## src/inc/accel_evt_pkg.sv

```systemverilog
// What this block does
// RL1 - Sixteen byte registers at 0x00 to 0x0F
// RL2 - Master never holds both lines low 10ms
// RL3 - Read 0x00 returns change and shake flags
// RL4 - Write 0x00 clears change and shake flags
// RL5 - Read 0x01 returns tilt, Z, XY, ready
// RL6 - Write 0x01 clears ready, requests soft reset
// RL7 - Shared addresses: reads source, writes clear
// RL8 - Events set source bit and raise interrupt
// RL9 - Master reads cause, services, then clears
// RL10 - Writing one clears source, clear self-clears
// RL11 - Clear bit zero leaves source bit alone
// RL12 - Shake in a direction sets its flag
// RL13 - Set shake flag locks out that axis
// RL14 - XY orientation change sets XY flag
// RL15 - Z direction change sets Z flag
// RL16 - XY code 00 +X, 01 +Y, 10 -X, 11 -Y
// RL17 - XY code updates only above 0.375g
// RL18 - Write: address, pointer, data, pointer increments
// RL19 - Read: pointer, repeated start, data, increments
// RL20 - Soft reset waits for transfer, spares serial logic
// RL21 - Ready flag sets on each new measurement
// RL22 - Interrupt holds while enabled source bits set
// RL23 - Flags and fields reset to zero
package accel_evt_pkg;

    // ================================================================
    // Register map
    localparam logic [7:0] EVT_REG_OFS  = 8'h00;
    localparam logic [7:0] ORI_REG_OFS  = 8'h01;
    localparam logic [7:0] LAST_REG_OFS = 8'h0F;

    // ================================================================
    // Field positions
    localparam int Z_CHG_BIT     = 7;
    localparam int XY_CHG_BIT    = 6;
    localparam int TILT_BIT      = 7;
    localparam int ZDIR_BIT      = 6;
    localparam int XY_CODE_LSB   = 4;
    localparam int READY_BIT     = 0;
    localparam int READY_CLR_BIT = 0;
    localparam int SOFT_RST_BIT  = 4;

    // ================================================================
    // Reset values and encodings
    localparam logic [7:0] BYTE_RESET = 8'h00;
    localparam logic [1:0] XY_POS_X   = 2'h0;
    localparam logic [1:0] XY_POS_Y   = 2'h1;
    localparam logic [1:0] XY_NEG_X   = 2'h2;
    localparam logic [1:0] XY_NEG_Y   = 2'h3;

    // ================================================================
    // Orientation threshold, in milli-g and in output counts
    localparam int ONE_G_COUNTS    = 1024;
    localparam int XY_THRESH_MG    = 375;
    localparam int XY_THRESH_COUNTS = ONE_G_COUNTS * XY_THRESH_MG / 1000;

    // ================================================================
    // Serial framing
    localparam logic [3:0] BITS_PER_BYTE = 4'h8;

    typedef struct packed {
        logic signed [11:0] ax;
        logic signed [11:0] ay;
        logic               z_neg;
        logic               tilt;
    } accel_sample_t;

    typedef struct packed {
        logic       z_chg;
        logic       xy_chg;
        logic [3:0] shake;
        logic       ready;
    } irq_enable_t;

    typedef enum logic [2:0] {
        ST_IDLE,
        ST_ADDR,
        ST_ACK_ADDR,
        ST_RX,
        ST_ACK_WR,
        ST_TX,
        ST_ACK_RD
    } link_state_t;

endpackage

```

## src/rtl/accel_event_status_regs.sv

```systemverilog
`timescale 1ns/1ns
module accel_event_status_regs #(
    parameter logic [6:0]  SLAVE_ADDR  = 7'h15,
    parameter logic [10:0] THRESH_CNTS = 11'(accel_evt_pkg::XY_THRESH_COUNTS)
) (
    input  wire logic                         clk_i,
    input  wire logic                         rst_i,
    input  wire logic                         scl_i,
    input  wire logic                         sda_i,
    output      logic                         sda_o,
    output      logic                         sda_oe_o,
    input  wire logic [3:0]                   shake_det_i,
    input  wire logic                         sample_valid_i,
    input  wire accel_evt_pkg::accel_sample_t sample_i,
    input  wire accel_evt_pkg::irq_enable_t   irq_enable_i,
    output      logic                         int_o,
    output      logic                         soft_reset_o
);
    import accel_evt_pkg::*;

    // The slave address default is arbitrary.
    if (THRESH_CNTS == 11'h000)
    begin : g_bad_thresh
        $error("Orientation threshold must be above zero.");
    end

    // ================================================================
    // Pin synchronisers and bus condition detection
    logic scl_m_q;
    logic scl_s_q;
    logic scl_p_q;
    logic sda_m_q;
    logic sda_s_q;
    logic sda_p_q;

    always_ff @(posedge clk_i)
    begin
        if (rst_i)
        begin
            scl_m_q <= 1'b1;
            scl_s_q <= 1'b1;
            scl_p_q <= 1'b1;
            sda_m_q <= 1'b1;
            sda_s_q <= 1'b1;
            sda_p_q <= 1'b1;
        end
        else
        begin
            scl_m_q <= scl_i;
            scl_s_q <= scl_m_q;
            scl_p_q <= scl_s_q;
            sda_m_q <= sda_i;
            sda_s_q <= sda_m_q;
            sda_p_q <= sda_s_q;
        end
    end

    logic start_cond;
    logic stop_cond;
    logic scl_rise;
    logic scl_fall;

    assign start_cond = scl_s_q & scl_p_q & sda_p_q & ~sda_s_q;
    assign stop_cond  = scl_s_q & scl_p_q & ~sda_p_q & sda_s_q;
    assign scl_rise   = scl_s_q & ~scl_p_q;
    assign scl_fall   = ~scl_s_q & scl_p_q;

    // ================================================================
    // Status storage declarations
    logic [3:0] shake_q;
    logic       z_chg_q;
    logic       xy_chg_q;
    logic [1:0] xy_code_q;
    logic       z_neg_q;
    logic       tilt_q;
    logic       ready_q;
    logic [7:0] clr0_q;
    logic [7:0] clr1_q;
    logic       swrst_pend_q;
    logic       core_rst;

    function automatic logic [10:0] mag12(input logic signed [11:0] v);
        logic [11:0] a;
        a = v[11] ? 12'(-v) : 12'(v);
        // The most negative value saturates rather than wrapping.
        mag12 = a[11] ? 11'h7FF : a[10:0];
    endfunction

    function automatic logic [7:0] read_byte(input logic [7:0] ptr);
        logic [7:0] b;
        b = BYTE_RESET;
        case (ptr)
            EVT_REG_OFS:                                          // [RL3]
            begin
                b[Z_CHG_BIT]  = z_chg_q;
                b[XY_CHG_BIT] = xy_chg_q;
                b[3:0]        = shake_q;
            end
            ORI_REG_OFS:                                          // [RL5]
            begin
                b[TILT_BIT]                      = tilt_q;
                b[ZDIR_BIT]                      = z_neg_q;
                b[XY_CODE_LSB +: 2]              = xy_code_q;
                b[READY_BIT]                     = ready_q;
            end
            // Other registers of the map live outside this block.
            default: b = BYTE_RESET;                              // [RL1]
        endcase
        read_byte = b;
    endfunction

    // ================================================================
    // Serial slave; kept out of the soft reset so the command is acked
    link_state_t st_q;
    logic [3:0]  bits_q;
    logic [7:0]  sh_q;
    logic        rw_q;
    logic        first_q;
    logic [7:0]  ptr_q;
    logic        wr_stb_q;
    logic [7:0]  wr_addr_q;
    logic [7:0]  wr_data_q;
    logic [7:0]  tx_byte;

    // A process, not an assign: the function reads the flags directly, and
    // only a process wakes up when they change under a fixed pointer.
    always_comb
    begin
        tx_byte = read_byte(ptr_q);
    end

    always_ff @(posedge clk_i)
    begin
        wr_stb_q <= 1'b0;
        if (rst_i)
        begin
            st_q      <= ST_IDLE;
            bits_q    <= 4'h0;
            sh_q      <= BYTE_RESET;
            rw_q      <= 1'b0;
            first_q   <= 1'b0;
            ptr_q     <= BYTE_RESET;
            sda_oe_o  <= 1'b0;
            wr_addr_q <= BYTE_RESET;
            wr_data_q <= BYTE_RESET;
        end
        else if (start_cond)
        begin
            st_q     <= ST_ADDR;
            bits_q   <= 4'h0;
            sda_oe_o <= 1'b0;
        end
        else if (stop_cond)
        begin
            st_q     <= ST_IDLE;
            sda_oe_o <= 1'b0;
        end
        else
        begin
            case (st_q)
                ST_ADDR, ST_RX:
                begin
                    if (scl_rise)
                    begin
                        sh_q   <= {sh_q[6:0], sda_s_q};
                        bits_q <= bits_q + 4'h1;
                    end
                    else if (scl_fall && bits_q == BITS_PER_BYTE)
                    begin
                        bits_q <= 4'h0;
                        if (st_q == ST_ADDR)
                        begin
                            if (sh_q[7:1] == SLAVE_ADDR)
                            begin
                                sda_oe_o <= 1'b1;
                                rw_q     <= sh_q[0];
                                first_q  <= ~sh_q[0];
                                st_q     <= ST_ACK_ADDR;
                            end
                            else
                            begin
                                st_q <= ST_IDLE;
                            end
                        end
                        else
                        begin
                            sda_oe_o <= 1'b1;
                            st_q     <= ST_ACK_WR;
                            if (first_q)
                            begin
                                ptr_q   <= sh_q;                  // [RL18]
                                first_q <= 1'b0;
                            end
                            else
                            begin
                                wr_stb_q  <= 1'b1;
                                wr_addr_q <= ptr_q;
                                wr_data_q <= sh_q;
                                ptr_q     <= ptr_q + 8'h01;       // [RL18]
                            end
                        end
                    end
                end
                ST_ACK_ADDR:
                begin
                    if (scl_fall)
                    begin
                        if (rw_q)
                        begin
                            sh_q     <= {tx_byte[6:0], 1'b0};     // [RL19]
                            sda_oe_o <= ~tx_byte[7];
                            bits_q   <= 4'h1;
                            st_q     <= ST_TX;
                        end
                        else
                        begin
                            sda_oe_o <= 1'b0;
                            st_q     <= ST_RX;
                        end
                    end
                end
                ST_ACK_WR:
                begin
                    if (scl_fall)
                    begin
                        sda_oe_o <= 1'b0;
                        st_q     <= ST_RX;
                    end
                end
                ST_TX:
                begin
                    if (scl_fall)
                    begin
                        if (bits_q == BITS_PER_BYTE)
                        begin
                            sda_oe_o <= 1'b0;
                            ptr_q    <= ptr_q + 8'h01;            // [RL19]
                            st_q     <= ST_ACK_RD;
                        end
                        else
                        begin
                            sda_oe_o <= ~sh_q[7];
                            sh_q     <= {sh_q[6:0], 1'b0};
                            bits_q   <= bits_q + 4'h1;
                        end
                    end
                end
                ST_ACK_RD:
                begin
                    if (scl_rise && sda_s_q)
                    begin
                        // A missing ack ends the read; wait for stop.
                        st_q <= ST_IDLE;
                    end
                    else if (scl_fall)
                    begin
                        sh_q     <= {tx_byte[6:0], 1'b0};         // [RL19]
                        sda_oe_o <= ~tx_byte[7];
                        bits_q   <= 4'h1;
                        st_q     <= ST_TX;
                    end
                end
                default: st_q <= ST_IDLE;
            endcase
        end
    end

    always_ff @(posedge clk_i)
    begin
        // Open drain: only the enable moves, the data stays low.
        sda_o <= 1'b0;
    end

    // ================================================================
    // Soft reset, applied only once the bus is idle
    logic soft_active;

    assign soft_active = swrst_pend_q & (st_q == ST_IDLE);        // [RL20]
    assign core_rst    = rst_i | soft_active;

    always_ff @(posedge clk_i)
    begin
        if (rst_i || soft_active)
        begin
            swrst_pend_q <= 1'b0;
        end
        else if (clr1_q[SOFT_RST_BIT])
        begin
            swrst_pend_q <= 1'b1;                                 // [RL6]
        end
        soft_reset_o <= ~rst_i & soft_active;
    end

    // ================================================================
    // Write-only clear strobes; they live for one cycle only
    always_ff @(posedge clk_i)
    begin
        if (core_rst)
        begin
            clr0_q <= BYTE_RESET;                                 // [RL23]
            clr1_q <= BYTE_RESET;
        end
        else
        begin
            // Writes never touch the readable flags directly.    [RL7]
            clr0_q <= (wr_stb_q && wr_addr_q == EVT_REG_OFS)
                      ? wr_data_q : BYTE_RESET;                   // [RL4] [RL10]
            clr1_q <= (wr_stb_q && wr_addr_q == ORI_REG_OFS)
                      ? wr_data_q : BYTE_RESET;                   // [RL6] [RL10]
        end
    end

    // ================================================================
    // Event flags; a new event outranks a clear in the same cycle, except a shake on an axis already flagged
    logic [3:0] shake_set;
    logic [1:0] xy_code_new;
    logic       xy_update;
    logic [10:0] ax_mag;
    logic [10:0] ay_mag;

    assign ax_mag    = mag12(sample_i.ax);
    assign ay_mag    = mag12(sample_i.ay);
    assign shake_set = shake_det_i & ~shake_q;                    // [RL12] [RL13]
    assign xy_update = sample_valid_i &&
                       ((ax_mag >= ay_mag ? ax_mag : ay_mag) > THRESH_CNTS);

    always_comb
    begin
        if (ax_mag >= ay_mag)                                     // [RL16]
        begin
            xy_code_new = sample_i.ax[11] ? XY_NEG_X : XY_POS_X;
        end
        else
        begin
            xy_code_new = sample_i.ay[11] ? XY_NEG_Y : XY_POS_Y;
        end
    end

    always_ff @(posedge clk_i)
    begin
        if (core_rst)
        begin
            shake_q   <= 4'h0;                                    // [RL23]
            z_chg_q   <= 1'b0;
            xy_chg_q  <= 1'b0;
            xy_code_q <= XY_POS_X;
            z_neg_q   <= 1'b0;
            tilt_q    <= 1'b0;
            ready_q   <= 1'b0;
        end
        else
        begin
            // Clear bits written as zero leave flags alone.      [RL11]
            shake_q  <= (shake_q & ~clr0_q[3:0]) | shake_set;     // [RL8] [RL10]
            z_chg_q  <= (z_chg_q & ~clr0_q[Z_CHG_BIT]) |
                        (sample_valid_i && sample_i.z_neg != z_neg_q); // [RL15]
            xy_chg_q <= (xy_chg_q & ~clr0_q[XY_CHG_BIT]) |
                        (xy_update && xy_code_new != xy_code_q);  // [RL14]
            ready_q  <= (ready_q & ~clr1_q[READY_CLR_BIT]) |
                        sample_valid_i;                           // [RL21]
            if (xy_update)
            begin
                xy_code_q <= xy_code_new;                         // [RL17]
            end
            if (sample_valid_i)
            begin
                z_neg_q <= sample_i.z_neg;
                tilt_q  <= sample_i.tilt;
            end
        end
    end

    // ================================================================
    // Interrupt pin, active high
    always_ff @(posedge clk_i)
    begin
        if (core_rst)
        begin
            int_o <= 1'b0;
        end
        else
        begin
            int_o <= |(shake_q & irq_enable_i.shake) |            // [RL8] [RL22]
                     (z_chg_q & irq_enable_i.z_chg) |
                     (xy_chg_q & irq_enable_i.xy_chg) |
                     (ready_q & irq_enable_i.ready);
        end
    end

endmodule

```

## config.mk

```make
export PLATFORM = sky130hd
export DESIGN_NAME = accel_event_status_regs
export DESIGN_NICKNAME = d
export VERILOG_FILES = /design/src/inc/accel_evt_pkg.sv /design/src/rtl/accel_event_status_regs.sv
export SDC_FILE = /design/constraint.sdc
export NUM_CORES = 1
export LEC_CHECK = 0
export BUFFER_PORTS_ARGS = -buffer_cell sky130_fd_sc_hd__clkbuf_2
export CAP_MARGIN = 20
export CORE_ASPECT_RATIO = 1.2
export CORE_UTILIZATION = 45
export DETAILED_ROUTE_END_ITERATION = 6
export PLACE_DENSITY = 0.71
export SLEW_MARGIN = 5
export SYNTH_ARGS = -nofsm -noshare
export SYNTH_HDL_FRONTEND = slang
export SYNTH_SLANG_ARGS = --single-unit
```

## constraint.sdc

```tcl
create_clock -name clk_i -period 5.65 [get_ports clk_i]
set_clock_uncertainty 0.05 [all_clocks]
set_input_delay 0.8475 -clock clk_i [delete_from_list [all_inputs] [get_ports clk_i]]
set_output_delay 0.8475 -clock clk_i [all_outputs]
set_load 0.1 [all_outputs]
```

==> flow_summary.json <==
{
  "path_buf_inv": 1,
  "max_freq_ghz": 0.223,
  "ys_async_sr_fraction_pct": 0,
  "clk_latency_ns": 0.33,
  "utilization_pct": 52.3,
  "antenna_found_initial": 0,
  "worstMarginPinSlew_ns": 1.02,
  "powerDensity_nw_per_um2": 259,
  "crit_path_end_kind": "register",
  "multi_input_area_um2": 2790,
  "portBuffers": 44,
  "critical-path-max-stage-delay_ns": 0.71,
  "cts_hold_buffers": 0,
  "die_height_um": 111,
  "r2r_slack_ns": 2.80,
  "ys_warn_count": 0,
  "whs_endpoint": "sda_s_q",
  "numCtsBuffers": 9,
  "synthFlopType": "dfxtp_1",
  "start_util_pct": 46.4,
  "hold_start": "sda_m_q",
  "gp_congestion": 0.883,
  "diodes": 0,
  "p_leak_nw": 1.92,
  "status": "finished, final reports clean",
  "drv_cap": 0,
  "synthesis.area_um2": 4440,
  "grt_pass1_wl_um": 17800,
  "grt_pass1_vias": 3803,
  "required_ns": 5.80,
  "wl_per_cell_um": 14.6,
  "hold_class": "register to register",
  "synth_cell_types": 73,
  "finalSetupViolCount": 0,
  "cp-start-kind": "input pin",
  "worst_hold_path.num_cells": 1,
  "slowest_stage": "or4b_2",
  "cts_tree": "done",
  "clkSinkCount": 70,
  "fillers": 921,
  "ctsResizeCount": 0,
  "synth-edff-count": 0,
  "pin_count": 46,
  "grt_max_degree": 45,
  "dp_hpwl_um": 7770,
  "first_pass_iters": 5,
  "cts_max_path_buffers": 2,
  "grt_usage_pct": 21.4,
  "reg2reg_depth": 7,
  "yosys.area.top_type_share_pct": 31.6,
  "first_iter_violations": 253,
  "std_cell_rows": 39,
  "fp.dieW_um": 92.6,
  "critical_path_class": "input pin to register",
  "regArea_um2": 1400,
  "cp.arrival_ns": 4.63,
  "cts_root_buf": "clkbuf_16",
  "crit_chain": "clkbuf_2 -> or4_4 -> nor2_1 -> or4b_2 -> and2_1 -> ha_1 -> nand2b_1 -> a2111oi_0 -> nor3_1 -> nor4_1 -> or2_2 -> and3_1 -> a211oi_2",
  "hold_viol": 0,
  "fin_crit_ns": 4.48,
  "synthTopCellsByArea": "dfxtp_1, nor2_1, mux2i_1",
  "gr-total-overflow": 0,
  "drv_slew": 0,
  "drive_gt1_share_pct": 15.0,
  "avgViaCountPerCell": 5.75,
  "area_growth_pct": 12.8,
  "slew_headroom_pct": 30.9,
  "reg2reg_from": "st_q[1]",
  "synth_seq_cells": 70,
  "yosys.area.top_type": "dfxtp_1",
  "drc": 0,
  "vias": 4126,
  "ir_worst_vdd_mv": 0.174,
  "rsz0062_at_grt": "false",
  "coreArea_um2": 9560,
  "wirelength_um": 10500,
  "syn_nets": 626,
  "worst_r2r_endpoint": "sh_q[1]",
  "h-tree-depth": 3,
  "fin_nets": 650,
  "fin_crit_sh_pct": 79.3,
  "cp_top_family": "simple AND/OR/NAND/NOR gates",
  "synth_cells": 566,
  "syn_avg_cell_area_um2": 7.84,
  "postCtsSetupRepairBufs": 0,
  "tns_ns": 0,
  "die_area_um2": 10300,
  "clk_pin_slew_ns": 0.05,
  "drtAntennaViolNets": 0,
  "ys_seq_area_share_pct": 31.6,
  "path_max_fanout": 9
}
==> area by class of cell <==
type                       count  area share, %
sequential                    70           28.0
clock inverter                 3           1.35
multi-input combinational    435           55.8
tap                          123           3.08
timing repair buffer          46           4.70
clock buffer                  13           5.00
inverter                      28           2.10
==> placed cells by master, fill, tap and decap left out, types with 5 or more instances in the layout <==
cell type  count
a211oi_1       6
a21oi_1       45
a22oi_1       10
a31oi_1        9
and2_1         9
clkbuf_16      9
clkbuf_2      44
dfxtp_1       70
ha_1          18
inv_1         27
mux2i_1       25
nand2_1       32
nand2b_1       9
nand3_1        9
nor2_1        81
nor2b_1       13
nor3_1        11
nor3b_1        5
nor4_1         8
nor4b_1        6
o21ai_0       27
o31ai_1        7
or2_2         15
or3_1          5
xnor2_1        5
xor2_1         8
==> report_power, final <==
| part | internal [mW] | leakage (nW) | switching, mW | total [mW] |
|---|---|---|---|---|
| Sequential | 0.507 | 0.569 | 0.0152 | 0.522 |
| Combinational | 0.0729 | 1.20 | 0.106 | 0.179 |
| Clock | 0.399 | 0.150 | 0.196 | 0.595 |
| Total | 0.978 | 1.92 | 0.317 | 1.30 |
==> worst register-to-register path: stages, from the launching register on <==
cell and delay, ns:
dfxtp_1 0.64, nand2b_1 0.38, nor4b_1 0.96, and2_1 0.32, a32oi_1 0.08, a21oi_1 0.19, a21oi_1 0.06, nor2_1 0.10
==> kinds of logic after synthesis <==
group	after synthesis	synth area share (%)
other	1	0.0845
AO/OA/AOI/OAI	149	22.6
AND/OR/NAND/NOR	228	26.5
XOR/XNOR	13	2.57
buffers and inverters	61	5.64
multiplexers	26	5.89
flip-flops	70	31.6
adder cells (fa/ha/maj)	18	5.08
==> Yosys cell counts, types with 2 or more instances <==
master	instances
a311oi_1	2
nand3b_1	4
xnor2_1	5
nor4b_1	6
or2_2	15
clkbuf_1	26
xor2_1	8
nor3_1	11
a21o_1	2
nand2_1	32
a21oi_1	45
a2bb2oi_1	2
buf_1	2
a22oi_1	10
and2_1	9
a211oi_1	6
ha_1	18
mux2i_1	25
nor2b_1	13
nor2_1	81
nor4_1	8
inv_1	27
or4_1	3
o211ai_1	3
and3_1	4
a32oi_1	4
a2111oi_0	2
o21ai_0	27
nor3b_1	6
or3_1	5
o22ai_1	4
o21a_1	3
nand3_1	9
and4b_1	2
o41ai_1	3
a211o_1	2
o31ai_1	7
nand4_1	4
buf_6	2
a31oi_1	9
dfxtp_1	70
nand2b_1	9
==> stage by stage <==
stage          power, mW  instance area (um2)  cells  hold slack, ns  setup slack, ns
4_1_cts             1.31                 5000    718           0.356             1.21
3_3_place_gp       0.704                 4690    702           0.342             1.01
3_5_place_dp       0.710                 4690    702           0.344            0.865
2_1_floorplan      0.659                 4440    566           0.339             1.15
5_1_grt             1.35                 5000    718           0.370            0.957
6_report            1.30                 5000    718           0.356             1.17
==> worst max path at each step <==
stage / startpoint / endpoint / slack, ns / depth (start not counted)
after floorplan: sample_i[17] / xy_code_q[1] / 1.15 / 15
after global routing: sample_i[19] / xy_code_q[1] / 0.96 / 13
after global placement: sample_i[19] / xy_code_q[1] / 1.01 / 13
after detailed placement: sample_i[19] / xy_code_q[1] / 0.86 / 13
after CTS: sample_i[19] / xy_code_q[1] / 1.21 / 13
final: sample_i[19] / xy_code_q[1] / 1.17 / 13
==> sequential cells by signal (all words and copies together) (netlist names), 2 cells and up <==
name	count
ptr_q	8
sh_q	8
wr_addr_q	8
wr_data_q	7
clr0_q	6
bits_q	4
shake_q	4
st_q	3
clr1_q	2
xy_code_q	2
==> routing by layer <==
layer	up-vias	track usage, %	part of all wire, %
met5	-	0	0
met2	103	37.8	51
met3	14	3.70	3.7
li1	2085	-	-
met4	0	7.90	1.9
met1	1924	25.5	43
No activity file was read; power rests on OpenSTA's default activity.
